[src/shared/dcps_pkg.sv]
// package for the disk controller phase sequencer
// assumes a single 250 mhz clock domain
package dcps_pkg;

  // ****************************************
  // register map
  // ****************************************
  localparam logic [2:0] DCPS_ADDR_STATUS = 3'h4;
  localparam logic [2:0] DCPS_ADDR_DATA = 3'h5;

  // ****************************************
  // main status bit positions
  // ****************************************
  localparam int DCPS_MS_HREQ = 7;
  localparam int DCPS_MS_DIR = 6;
  localparam int DCPS_MS_PROG = 5;
  localparam int DCPS_MS_ACTIVE = 4;
  localparam int DCPS_MS_DRV_HI = 3;

  // ****************************************
  // data rates
  // ****************************************
  localparam logic [1:0] DCPS_RATE_500K = 2'h0;
  localparam logic [1:0] DCPS_RATE_300K = 2'h1;
  localparam logic [1:0] DCPS_RATE_250K = 2'h2;
  localparam logic [1:0] DCPS_RATE_1M = 2'h3;

  // ****************************************
  // timing
  // ****************************************
  localparam int DCPS_CLK_MHZ = 250;
  localparam int DCPS_POLL_US = 1000;
  localparam int DCPS_PDOWN_MS = 512;
  localparam int DCPS_POLL_CYC = DCPS_POLL_US * DCPS_CLK_MHZ;
  localparam longint DCPS_PDOWN_CYC = longint'(DCPS_PDOWN_MS) * 1000 * DCPS_CLK_MHZ;
  localparam int DCPS_POLL_LOOP_CYC = 64;
  localparam int DCPS_STEP_CYC = 250;
  localparam logic [7:0] DCPS_RESULT_STATUS_OVR = 8'h40;
  localparam logic [7:0] DCPS_RESULT_STATUS_OK = 8'h00;
  localparam logic [7:0] DCPS_RESULT_STATUS_POLL = 8'hc0;

  typedef enum {
    DCPS_IDLE, DCPS_CMD, DCPS_EXEC, DCPS_PAD, DCPS_RESULT, DCPS_POLL
  } dcps_phase_e;

endpackage

[src/rtl/dcps_sync.sv]
// three-stage synchroniser with agreement filter
// assumes the input is asynchronous to clk_sys
`timescale 1ns/1ps
module dcps_sync (
  // clock and reset
  input wire logic clk_sys,
  input wire logic nrst,
  // signal
  input wire logic d_in,
  output logic q_out
);
  logic s1_reg;
  logic s2_reg;
  logic s3_reg;

  always_ff @(posedge clk_sys or negedge nrst) begin
    if (!nrst) begin
      s1_reg <= 1'b0;
      s2_reg <= 1'b0;
      s3_reg <= 1'b0;
      q_out <= 1'b0;
    end else begin
      s1_reg <= d_in;
      s2_reg <= s1_reg;
      s3_reg <= s2_reg;
      // change counts once stages two and three agree
      if (s2_reg == s3_reg) begin
        q_out <= s3_reg;
      end
    end
  end
endmodule

[src/rtl/dcps_timer.sv]
// reloadable down counter raising a one-cycle done pulse
// assumes load and run come from the same clock domain
`timescale 1ns/1ps
module dcps_timer #(
  parameter int WIDTH = 32
) (
  // clock and reset
  input wire logic clk_sys,
  input wire logic nrst,
  // control
  input wire logic load,
  input wire logic [WIDTH-1:0] count,
  input wire logic run,
  // status
  output logic done
);
  logic [WIDTH-1:0] cnt_reg;

  if (WIDTH < 2) begin : g_width_bad
    $error("timer width too small");
  end

  always_ff @(posedge clk_sys or negedge nrst) begin
    if (!nrst) begin
      cnt_reg <= '0;
      done <= 1'b0;
    end else begin
      done <= 1'b0;
      if (load) begin
        cnt_reg <= count;
      end else if (run && cnt_reg != '0) begin
        cnt_reg <= cnt_reg - 1'b1;
        done <= (cnt_reg == WIDTH'(1));
      end
    end
  end
endmodule

[src/rtl/dcps_top.sv]
// phase sequencer of the disk controller: idle, command, execution,
// result and drive polling phases, status register and byte handshake
// assumes host strobes and dma acknowledge are asynchronous pins;
// command decode and the disk side are outside, driving the cmd_* and disk_* inputs
//
// Functional notes
// - late host service ends execution, flags overrun or underrun, goes to result
// - write underrun pads sector with last good byte, then ends execution
// - interrupt at execution end, cleared by reading first result byte
// - dma acknowledge alone counts as one byte; host pulses it per byte
// - non-dma fifo off: interrupt per byte, request and programmed bits set
// - data transfer needs valid address plus active read or write strobe
// - non-dma late byte: finish sector, terminate, report overrun
// - after last non-dma byte interrupt, request and direction set, programmed cleared
// - fifo on: interrupt on threshold; each byte drops it for one cycle with burst, two without
// - status always readable; read stays in execution until fifo drained
// - request status bit mirrors the interrupt level in non-dma execution
// - result bytes in fixed order per command; host reads all first
// - final result byte read clears command active and readies next command
// - polling loop then idle after reset: request set, direction clear; opcode starts command
// - idle enters drive polling every 1 ms at 500 kbps over four drives
// - ready lines toggle only after reset, interrupt for drive 0, four queries clear
// - stepping happens in polling phase even with polling disabled
// - power down waits 512 ms at 500 kbps and 1 mbps after motor-off time when enabled
// - command during polling withholds next byte ready until the loop ends
// - result bytes only via data register offset, only in result phase
// - first command byte sets command active; no result phase clears it; one-byte commands without result set it only when written during polling
`timescale 1ns/1ps
module dcps_top
  import dcps_pkg::*;
#(
  parameter int POLL_CYC = dcps_pkg::DCPS_POLL_CYC,
  parameter longint PDOWN_CYC = dcps_pkg::DCPS_PDOWN_CYC,
  parameter int FIFO_DEPTH = 16
) (
  // clock and reset
  input wire logic clk_sys,
  input wire logic nrst,
  // host bus pins
  input wire logic [2:0] addr,
  input wire logic rd_n,
  input wire logic wr_n,
  input wire logic dack_n,
  input wire logic [7:0] wdata,
  output logic [7:0] rdata,
  output logic irq,
  output logic drq,
  // configuration
  input wire logic dma_mode,
  input wire logic fifo_on,
  input wire logic burst_on,
  input wire logic [3:0] fifo_thresh,
  input wire logic [1:0] data_rate,
  input wire logic poll_disable,
  input wire logic autopd_en,
  input wire logic motor_off_expired,
  // command decode
  input wire logic cmd_last_byte,
  input wire logic cmd_has_result,
  input wire logic cmd_is_read,
  input wire logic [2:0] result_count,
  input wire logic [3:0] step_needed,
  input wire logic [3:0] step_dir_want,
  // disk side
  input wire logic disk_byte_ready,
  input wire logic disk_sector_end,
  input wire logic disk_exec_done,
  input wire logic disk_service_late,
  input wire logic [7:0] disk_rbyte,
  output logic [7:0] disk_wbyte,
  output logic disk_wstb,
  output logic step_pulse,
  output logic step_dir,
  output logic power_down
);
  import dcps_pkg::*;

  if (FIFO_DEPTH != 16) begin : g_depth_bad
    $error("fifo depth must be 16");
  end

  // ****************************************
  // pin synchronisers and strobes
  // ****************************************
  logic rd_s;
  logic wr_s;
  logic dack_s;
  logic rd_d_reg;
  logic wr_d_reg;
  logic dack_d_reg;
  dcps_sync u_rd (.clk_sys(clk_sys), .nrst(nrst), .d_in(~rd_n), .q_out(rd_s));
  dcps_sync u_wr (.clk_sys(clk_sys), .nrst(nrst), .d_in(~wr_n), .q_out(wr_s));
  dcps_sync u_dk (.clk_sys(clk_sys), .nrst(nrst), .d_in(~dack_n), .q_out(dack_s));

  always_ff @(posedge clk_sys or negedge nrst) begin
    if (!nrst) begin
      rd_d_reg <= 1'b0;
      wr_d_reg <= 1'b0;
      dack_d_reg <= 1'b0;
    end else begin
      rd_d_reg <= rd_s;
      wr_d_reg <= wr_s;
      dack_d_reg <= dack_s;
    end
  end

  // address qualifies only with a strobe; dack replaces the address
  logic rd_edge;
  logic wr_edge;
  logic dack_edge;
  logic data_rd;
  logic data_wr;
  logic dma_xfer;
  assign rd_edge = rd_s & ~rd_d_reg;
  assign wr_edge = wr_s & ~wr_d_reg;
  assign dack_edge = dack_s & ~dack_d_reg;
  assign data_rd = rd_edge & ~dack_s & (addr == DCPS_ADDR_DATA);
  assign data_wr = wr_edge & ~dack_s & (addr == DCPS_ADDR_DATA);
  // acknowledge edge counts as a byte, strobe or not
  assign dma_xfer = dack_edge & dma_mode;

  // ****************************************
  // phase state and data fifo
  // ****************************************
  dcps_phase_e phase_reg;
  logic [7:0] fifo_mem [FIFO_DEPTH];
  logic [4:0] fcnt_reg;
  logic [3:0] fhead_reg;
  logic [7:0] last_good_reg;
  logic ovr_reg;
  logic active_reg;
  logic [2:0] res_left_reg;
  logic [1:0] res_idx_reg;
  logic sector_done_reg;
  logic poll_hold_reg;
  logic loop_done;
  logic [3:0] ready_chg_reg;
  logic host_xfer;
  logic fifo_trig;
  logic irq_next;
  logic poll_tick;
  logic phase_next_is_result;
  logic phase_next_is_idle_done;

  assign host_xfer = data_rd | data_wr | dma_xfer;

  function automatic logic [4:0] depth_minus(input logic [3:0] t);
    depth_minus = 5'(FIFO_DEPTH) - {1'b0, t};
  endfunction

  // threshold trigger shared by dma and interrupt modes
  always_comb begin
    if (!fifo_on) begin
      fifo_trig = cmd_is_read ? (fcnt_reg != 5'h0) : (fcnt_reg == 5'h0);
    end else if (cmd_is_read) begin
      fifo_trig = (fcnt_reg >= depth_minus(fifo_thresh)) ||
        (sector_done_reg && fcnt_reg != 5'h0);
    end else begin
      fifo_trig = (fcnt_reg <= {1'b0, fifo_thresh}) && !sector_done_reg;
    end
  end

  always_ff @(posedge clk_sys or negedge nrst) begin
    if (!nrst) begin
      phase_reg <= DCPS_POLL;
      active_reg <= 1'b0;
      ovr_reg <= 1'b0;
      res_left_reg <= 3'h0;
      res_idx_reg <= 2'h0;
      sector_done_reg <= 1'b0;
      poll_hold_reg <= 1'b0;
    end else begin
      case (phase_reg)
        DCPS_IDLE: begin
          // opcode byte starts the command phase
          if (data_wr) begin
            active_reg <= cmd_has_result || !cmd_last_byte;
            phase_reg <= cmd_last_byte ? DCPS_EXEC : DCPS_CMD;
          end else if (poll_tick) begin
            phase_reg <= DCPS_POLL;
          end
        end
        DCPS_CMD: begin
          if (data_wr && cmd_last_byte) begin
            active_reg <= cmd_has_result;
            phase_reg <= DCPS_EXEC;
          end
        end
        DCPS_EXEC: begin
          if (disk_sector_end) begin
            sector_done_reg <= 1'b1;
          end
          if (disk_service_late) begin
            ovr_reg <= 1'b1;
          end
          // writes pad on underrun; reads end only once the fifo is drained
          if (!cmd_is_read && (disk_service_late || ovr_reg) && fcnt_reg == 5'h0) begin
            phase_reg <= DCPS_PAD;
          end else if ((disk_exec_done || (ovr_reg && sector_done_reg)) &&
                       fcnt_reg == 5'h0) begin
            // no result phase clears the active flag right away
            active_reg <= cmd_has_result;
            res_left_reg <= result_count;
            res_idx_reg <= 2'h0;
            phase_reg <= cmd_has_result ? DCPS_RESULT : DCPS_IDLE;
          end
        end
        DCPS_PAD: begin
          if (disk_sector_end) begin
            res_left_reg <= result_count;
            res_idx_reg <= 2'h0;
            phase_reg <= DCPS_RESULT;
          end
        end
        DCPS_RESULT: begin
          // last result byte read frees the command path
          if (data_rd) begin
            res_left_reg <= res_left_reg - 3'h1;
            res_idx_reg <= res_idx_reg + 2'h1;
            if (res_left_reg <= 3'h1) begin
              active_reg <= 1'b0;
              ovr_reg <= 1'b0;
              sector_done_reg <= 1'b0;
              phase_reg <= DCPS_IDLE;
            end
          end
        end
        DCPS_POLL: begin
          // a command byte here holds the next-byte ready until loop end
          if (data_wr) begin
            active_reg <= 1'b1;
            poll_hold_reg <= 1'b1;
          end
          if (loop_done) begin
            poll_hold_reg <= 1'b0;
            phase_reg <= (active_reg || data_wr) ? DCPS_CMD : DCPS_IDLE;
          end
        end
        default: phase_reg <= DCPS_IDLE;
      endcase
    end
  end

  // fifo fill by disk side or host, drain by the other
  always_ff @(posedge clk_sys) begin
    if (phase_reg == DCPS_EXEC && cmd_is_read && disk_byte_ready &&
        fcnt_reg != 5'(FIFO_DEPTH)) begin
      fifo_mem[4'(fhead_reg + fcnt_reg[3:0])] <= disk_rbyte;
    end else if (phase_reg == DCPS_EXEC && !cmd_is_read && (data_wr || dma_xfer)) begin
      fifo_mem[4'(fhead_reg + fcnt_reg[3:0])] <= wdata;
    end
  end

  always_ff @(posedge clk_sys or negedge nrst) begin
    if (!nrst) begin
      fcnt_reg <= 5'h0;
      fhead_reg <= 4'h0;
      last_good_reg <= 8'h00;
      disk_wbyte <= 8'h00;
      disk_wstb <= 1'b0;
    end else begin
      disk_wstb <= 1'b0;
      if (phase_reg == DCPS_EXEC && cmd_is_read) begin
        if (disk_byte_ready && fcnt_reg != 5'(FIFO_DEPTH) && !host_xfer) begin
          fcnt_reg <= fcnt_reg + 5'h1;
        end else if (host_xfer && fcnt_reg != 5'h0 && !disk_byte_ready) begin
          fcnt_reg <= fcnt_reg - 5'h1;
          fhead_reg <= fhead_reg + 4'h1;
        end
      end else if (phase_reg == DCPS_EXEC) begin
        if ((data_wr || dma_xfer) && fcnt_reg != 5'(FIFO_DEPTH)) begin
          fcnt_reg <= fcnt_reg + 5'h1;
          last_good_reg <= wdata;
        end else if (disk_byte_ready && fcnt_reg != 5'h0) begin
          fcnt_reg <= fcnt_reg - 5'h1;
          fhead_reg <= fhead_reg + 4'h1;
          disk_wbyte <= fifo_mem[fhead_reg];
          disk_wstb <= 1'b1;
        end
      end else if (phase_reg == DCPS_PAD && disk_byte_ready) begin
        disk_wbyte <= last_good_reg;
        disk_wstb <= 1'b1;
      end else begin
        fcnt_reg <= 5'h0;
      end
    end
  end

  // ****************************************
  // interrupt and dma request
  // ****************************************
  logic burst_gap_reg;
  always_ff @(posedge clk_sys or negedge nrst) begin
    if (!nrst) begin
      burst_gap_reg <= 1'b0;
    end else begin
      burst_gap_reg <= host_xfer & ~burst_on & fifo_on;
    end
  end

  always_comb begin
    irq_next = irq;
    // execution end must win, else an empty read fifo would hide it
    if ((phase_reg == DCPS_EXEC || phase_reg == DCPS_PAD) &&
        (phase_next_is_result || phase_next_is_idle_done)) begin
      irq_next = 1'b1;
    end else if (phase_reg == DCPS_EXEC && !dma_mode) begin
      // per-byte request; no burst drops it for a cycle
      irq_next = fifo_trig && !host_xfer && !burst_gap_reg && !(ovr_reg && !cmd_is_read);
    end else if (phase_reg == DCPS_RESULT && data_rd && res_idx_reg == 2'h0) begin
      irq_next = 1'b0;
    end else if (phase_reg == DCPS_POLL && ready_chg_reg[0] && !poll_disable) begin
      irq_next = 1'b1;
    end else if (phase_reg == DCPS_EXEC) begin
      irq_next = 1'b0;
    end
  end

  assign phase_next_is_result = (phase_reg == DCPS_PAD && disk_sector_end) ||
    (phase_reg == DCPS_EXEC && fcnt_reg == 5'h0 && cmd_has_result &&
     (disk_exec_done || (ovr_reg && sector_done_reg)));
  assign phase_next_is_idle_done = phase_reg == DCPS_EXEC && fcnt_reg == 5'h0 &&
    !cmd_has_result && disk_exec_done;

  always_ff @(posedge clk_sys or negedge nrst) begin
    if (!nrst) begin
      irq <= 1'b0;
      drq <= 1'b0;
    end else begin
      irq <= irq_next;
      drq <= dma_mode && phase_reg == DCPS_EXEC && fifo_trig && !dack_s && !burst_gap_reg;
    end
  end

  // ****************************************
  // drive polling, stepping, power down
  // ****************************************
  logic [39:0] poll_load;
  logic [39:0] pd_load;
  logic pd_done;
  logic pd_pend_reg;
  logic [7:0] loop_cnt_reg;
  logic [1:0] drv_reg;

  // interval stretches as the rate drops
  function automatic logic [39:0] rate_scale(input logic [39:0] base, input logic [1:0] r);
    case (r)
      DCPS_RATE_1M: rate_scale = base >> 1;
      DCPS_RATE_300K: rate_scale = 40'((base * 5) / 3);
      DCPS_RATE_250K: rate_scale = base << 1;
      default: rate_scale = base;
    endcase
  endfunction

  assign poll_load = rate_scale(40'(POLL_CYC), data_rate);
  // 1 mbps keeps the 500 kbps figure
  assign pd_load = (data_rate == DCPS_RATE_1M) ? 40'(PDOWN_CYC) :
    rate_scale(40'(PDOWN_CYC), data_rate);

  dcps_timer #(.WIDTH(40)) u_poll (.clk_sys(clk_sys), .nrst(nrst),
    .load(phase_reg != DCPS_IDLE), .count(poll_load), .run(1'b1), .done(poll_tick));
  dcps_timer #(.WIDTH(40)) u_pd (.clk_sys(clk_sys), .nrst(nrst),
    .load(!(autopd_en && motor_off_expired) || power_down), .count(pd_load),
    .run(1'b1), .done(pd_done));

  assign loop_done = phase_reg == DCPS_POLL && loop_cnt_reg == 8'(DCPS_POLL_LOOP_CYC - 1);

  always_ff @(posedge clk_sys or negedge nrst) begin
    if (!nrst) begin
      loop_cnt_reg <= 8'h00;
      drv_reg <= 2'h0;
      ready_chg_reg <= 4'hf;  // only reset marks the ready lines changed
      step_pulse <= 1'b0;
      step_dir <= 1'b0;
      power_down <= 1'b0;
      pd_pend_reg <= 1'b0;
    end else begin
      loop_cnt_reg <= (phase_reg == DCPS_POLL) ? loop_cnt_reg + 8'h1 : 8'h00;
      step_pulse <= 1'b0;
      if (phase_reg == DCPS_POLL && loop_cnt_reg[3:0] == 4'hf) begin
        drv_reg <= drv_reg + 2'h1;
        // stepping regardless of poll_disable
        if (step_needed[drv_reg]) begin
          step_dir <= step_dir_want[drv_reg];
          step_pulse <= 1'b1;
        end
      end
      if (poll_disable) begin
        ready_chg_reg <= 4'h0;
      end else if (phase_reg == DCPS_RESULT && data_rd && res_idx_reg == 2'h0 &&
                   ready_chg_reg != 4'h0) begin
        ready_chg_reg <= ready_chg_reg & (ready_chg_reg - 4'h1);
      end
      // done may pulse outside polling; held until the next loop
      if (!(autopd_en && motor_off_expired)) begin
        pd_pend_reg <= 1'b0;
      end else if (pd_done) begin
        pd_pend_reg <= 1'b1;
      end else if (phase_reg == DCPS_POLL) begin
        pd_pend_reg <= 1'b0;
      end
      if (pd_pend_reg && autopd_en && motor_off_expired && phase_reg == DCPS_POLL) begin
        power_down <= 1'b1;
      end else if (host_xfer) begin
        power_down <= 1'b0;
      end
    end
  end

  // ****************************************
  // status and data read port
  // ****************************************
  logic [7:0] status_word;
  always_comb begin
    status_word = 8'h00;
    status_word[DCPS_MS_DRV_HI:0] = ready_chg_reg;
    status_word[DCPS_MS_ACTIVE] = active_reg;
    status_word[DCPS_MS_PROG] = phase_reg == DCPS_EXEC && !dma_mode;
    status_word[DCPS_MS_DIR] = phase_reg == DCPS_RESULT ||
      (phase_reg == DCPS_EXEC && cmd_is_read);
    case (phase_reg)
      DCPS_EXEC: status_word[DCPS_MS_HREQ] = dma_mode ? 1'b0 : irq;
      DCPS_POLL: status_word[DCPS_MS_HREQ] = !poll_hold_reg && !active_reg;
      DCPS_PAD: status_word[DCPS_MS_HREQ] = 1'b0;
      default: status_word[DCPS_MS_HREQ] = 1'b1;
    endcase
  end

  always_ff @(posedge clk_sys or negedge nrst) begin
    if (!nrst) begin
      rdata <= 8'h00;
    end else if (addr == DCPS_ADDR_STATUS) begin
      rdata <= status_word;
    end else if (addr == DCPS_ADDR_DATA && phase_reg == DCPS_RESULT) begin
      // result bytes appear only here
      rdata <= (res_idx_reg != 2'h0) ? DCPS_RESULT_STATUS_OK :
        (ready_chg_reg != 4'h0) ? DCPS_RESULT_STATUS_POLL :
        ovr_reg ? DCPS_RESULT_STATUS_OVR : DCPS_RESULT_STATUS_OK;
    end else if (addr == DCPS_ADDR_DATA && phase_reg == DCPS_EXEC) begin
      rdata <= fifo_mem[fhead_reg];
    end else begin
      rdata <= 8'h00;
    end
  end
endmodule

[config.mk]
export PLATFORM = sky130hd
export DESIGN_NAME = dcps_top
export DESIGN_NICKNAME = d
export VERILOG_FILES = /design/src/shared/dcps_pkg.sv /design/src/rtl/dcps_sync.sv /design/src/rtl/dcps_timer.sv /design/src/rtl/dcps_top.sv
export SDC_FILE = /design/constraint.sdc
export NUM_CORES = 1
export LEC_CHECK = 0
export BUFFER_PORTS_ARGS = -buffer_cell sky130_fd_sc_hd__buf_2
export CAP_MARGIN = 0
export CORE_ASPECT_RATIO = 0.75
export CORE_MARGIN = 3
export CORE_UTILIZATION = 55
export DETAILED_ROUTE_END_ITERATION = 8
export PLACE_DENSITY_LB_ADDON = 0.05
export SLEW_MARGIN = 10
export SYNTH_ARGS = -nofsm -noshare
export SYNTH_HDL_FRONTEND = slang
export SYNTH_SLANG_ARGS = --single-unit
[constraint.sdc]
create_clock -name clk_sys -period 4.65 [get_ports clk_sys]
set_input_delay 0.2325 -clock clk_sys [delete_from_list [all_inputs] [get_ports clk_sys]]
set_output_delay 0.2325 -clock clk_sys [all_outputs]
set_load 0.03 [all_outputs]
==> results.cfg <==
[power]
clkPwrFrac_pct = 31.2
p_leak_nw = 6.26
switching_share_pct = 32.2
peakVddDrop_mv = 0.330
p_sw_w = 0.00239
power_frac_comb_pct = 25.3
seqPwrFrac_pct = 43.5
powerDensity_nw_per_um2 = 468
p_int_w = 0.00503

[synthesis]
syn_area_sq_um = 14000
synth_flop_cell = dfrtp_1
synthCells = 1187
yosysWarnings = 0
synth_area_leader_cell = dfrtp_1
ys_types = 73
yosysTopAreaCellShare_pct = 28.3
avgSynthCellArea_sq_um = 11.8
async_flop_share_pct = 56.2
syn_nets = 1272
synth-edff-count = 128
ys_ff_latch = 292
yosys-top-cells-area = dfrtp_1 28%, edfxtp_1 28%, xnor2_1 3.5%
ys_seq_area_share_pct = 56.9

[clocking]
tritoncts = yes
path_clk_slew_ns = 0.07
cts.path.max_buffers = 3
cts_setup_buffers = 0
htree_levels = 1
cts_buffers = 29
insertion_delay_ns = 0.55
root_buffer = clkbuf_16
clock-sinks = 292

[placement]
io_buffer_count = 75
hpwl_mm = 23.7
post_dp_cell_area_sq_um = 14700
place.gp.congestion = 0.901

[critical_path]
critical_path_class = flop to flop
endpoint_kind = flop
r2r_end = u_pd.cnt_reg[13]$_DFFE_PN0P_
cp-endpoint = u_pd.cnt_reg[13]$_DFFE_PN0P_
reg2reg_depth = 5
worst-endpoint-arrival_ns = 3.64
reg2reg_from = u_pd.cnt_reg[4]$_DFFE_PN0P_
cp-startpoint = u_pd.cnt_reg[4]$_DFFE_PN0P_
start_kind = flop
crit_fanout = 11
cp.required_ns = 5.02
rrSetupSlack_ns = 1.38

[route]
wl_per_cell_microns = 20.6
viasPerCell = 6.04
drc_errors = 0
firstDrtPassIters = 5
drt_iter0_markers = 775
drt_wl_total_mm = 33.7
num_vias = 9870
antenna_left = 0

[layout]
final_cell_mix = 157 x dfrtp_1, 128 x edfxtp_1, 125 x nor2_1
multi_input_area_sq_um = 5730
fillers = 1885
register_area_sq_um = 7960
fin_area_sq_um = 15800
syn_to_final_growth_pct = 13.4
final_nets = 1363
drive_gt1_share_pct = 16.5
largest_register_ffs = 128
layout_commonest_cell = dfrtp_1
finish.utilization_pct = 64.8

[sta]
layout_min_cycle_time_ns = 3.27
finalMaxSlewViolations = 0
final-hold-violation-count = 0
fmax_mhz = 306
setup_viol = 0
rsz0062_at_grt = false
slew_headroom_pct = 20.8
setup_tns_ns = 0
skew_ns = 0.0126
worstMarginPinSlew_ns = 1.18
fin_crit_sh_pct = 70.4

[global_routing]
grt_pass1_wl_mm = 52.3
grt_overflow = 0
grt_pass1_vias = 9084
grt_max_degree = 98
grt_usage_pct = 24.6
antenna_found_initial = 2

[min_path]
min_path_type = input pin to flop
worstHoldPathCells = 3

[die]
start_util_pct = 57.1
die_y_microns = 144
core_area_sq_um = 24500
die_x_microns = 190
rows = 49
die-area_sq_um = 27400
boundaryPins = 76

[job]
cap_violations = 0

[run_status]
status = complete, no violations
==> critical path, cell delays in order (launching register included) <==
cell     delay (ns)
dfrtp_1        0.41
or4_4          0.57
or3_1          0.52
or2_1          0.40
o21ai_0        0.96
o22ai_1        0.23
==> cell families after synthesis <==
group / Yosys count / share of synthesized area [%]
AO/OA/AOI/OAI: 207 / 9.31
XOR/XNOR: 80 / 5.02
adder cells (fa/ha/maj): 34 / 3.04
buffers and inverters: 76 / 2.13
flip-flops: 292 / 56.9
multiplexers: 86 / 8.11
AND/OR/NAND/NOR: 412 / 15.4
==> cell type report <==
type	instances	area share, %
diodes	1	0.0158
multi-input cells	819	36.1
repair buffers	110	4.43
clock buffers	37	4.96
inverters	26	0.616
clock inverters	17	0.995
well taps	331	2.61
flip-flops and latches	292	50.2
==> metrics by stage <==
| step | instances | worst slack (ns) | hold slack, ns | power (W) |
|---|---|---|---|---|
| 3_3_place_gp | 1555 | 1.50 | 0.335 | 0.00508 |
| 4_1_cts | 1632 | 1.40 | 0.0194 | 0.00744 |
| 2_1_floorplan | 1187 | 1.93 | -0.0631 | 0.00457 |
| 6_report | 1633 | 1.38 | 0.0414 | 0.00742 |
| 5_1_grt | 1633 | 1.13 | 0.0231 | 0.00779 |
| 3_5_place_dp | 1555 | 1.42 | 0.338 | 0.00512 |
==> synth_stat cells, drive strengths merged (4+ instances only) <==
library cell and number:
nand2 60, or2 6, mux2 38, ha 30, a21o 4, nor3 45
dfrtp 158, nor2 125, or3 25, nor4 29, a211oi 5, nor2b 12
o22ai 5, a22oi 7, a31oi 14, nand3 26, nor4b 5, dfstp 6
o211ai 7, buf 12, mux2i 30, inv 26, edfxtp 128, nand4 11
and3 9, nor3b 10, a221oi 9, xnor2 56, mux4 18, nand2b 13
o21ai 52, a22o 7, o21a 5, clkbuf 38, or4 16, xor2 24
a21oi 64, and2 7
==> routing by layer <==
metal  GRT usage (%)  share of wire, %  up-vias
met2            31.5                38      380
met5               0                 0        -
met1            42.3                51     4871
met4            4.16               1.5        0
li1                -                 -     4582
met3            5.52               9.5       37
==> how the worst min path moves through the flow <==
stage / startpoint / to / slack [ns]
3_5_place_dp: u_dk.s1_reg$_DFF_PN0_ / u_dk.s2_reg$_DFF_PN0_ / 0.34
6_report: disk_service_late / ovr_reg$_DFFE_PN0P_ / 0.04
3_3_place_gp: u_rd.s1_reg$_DFF_PN0_ / u_rd.s2_reg$_DFF_PN0_ / 0.33
4_1_cts: disk_service_late / ovr_reg$_DFFE_PN0P_ / 0.02
5_1_grt: disk_service_late / ovr_reg$_DFFE_PN0P_ / 0.02
2_1_floorplan: nrst / active_reg$_DFFE_PN0P_ / -0.06
==> what timing repair did <==
action	CTS	global route
hold buffers	23	0
hold endpoints to repair	113	0
resized for setup	0	0
==> power by group through the flow <==
stage               Combinational [W]  Sequential [W]  Clock (W)
floorplan                     0.00137         0.00321          0
global placement              0.00181         0.00327          0
detailed placement            0.00184         0.00327          0
CTS                           0.00187         0.00323    0.00234
global route                  0.00206         0.00327    0.00246
finish                        0.00188         0.00323    0.00231
No activity file was read; power rests on OpenSTA's default activity.
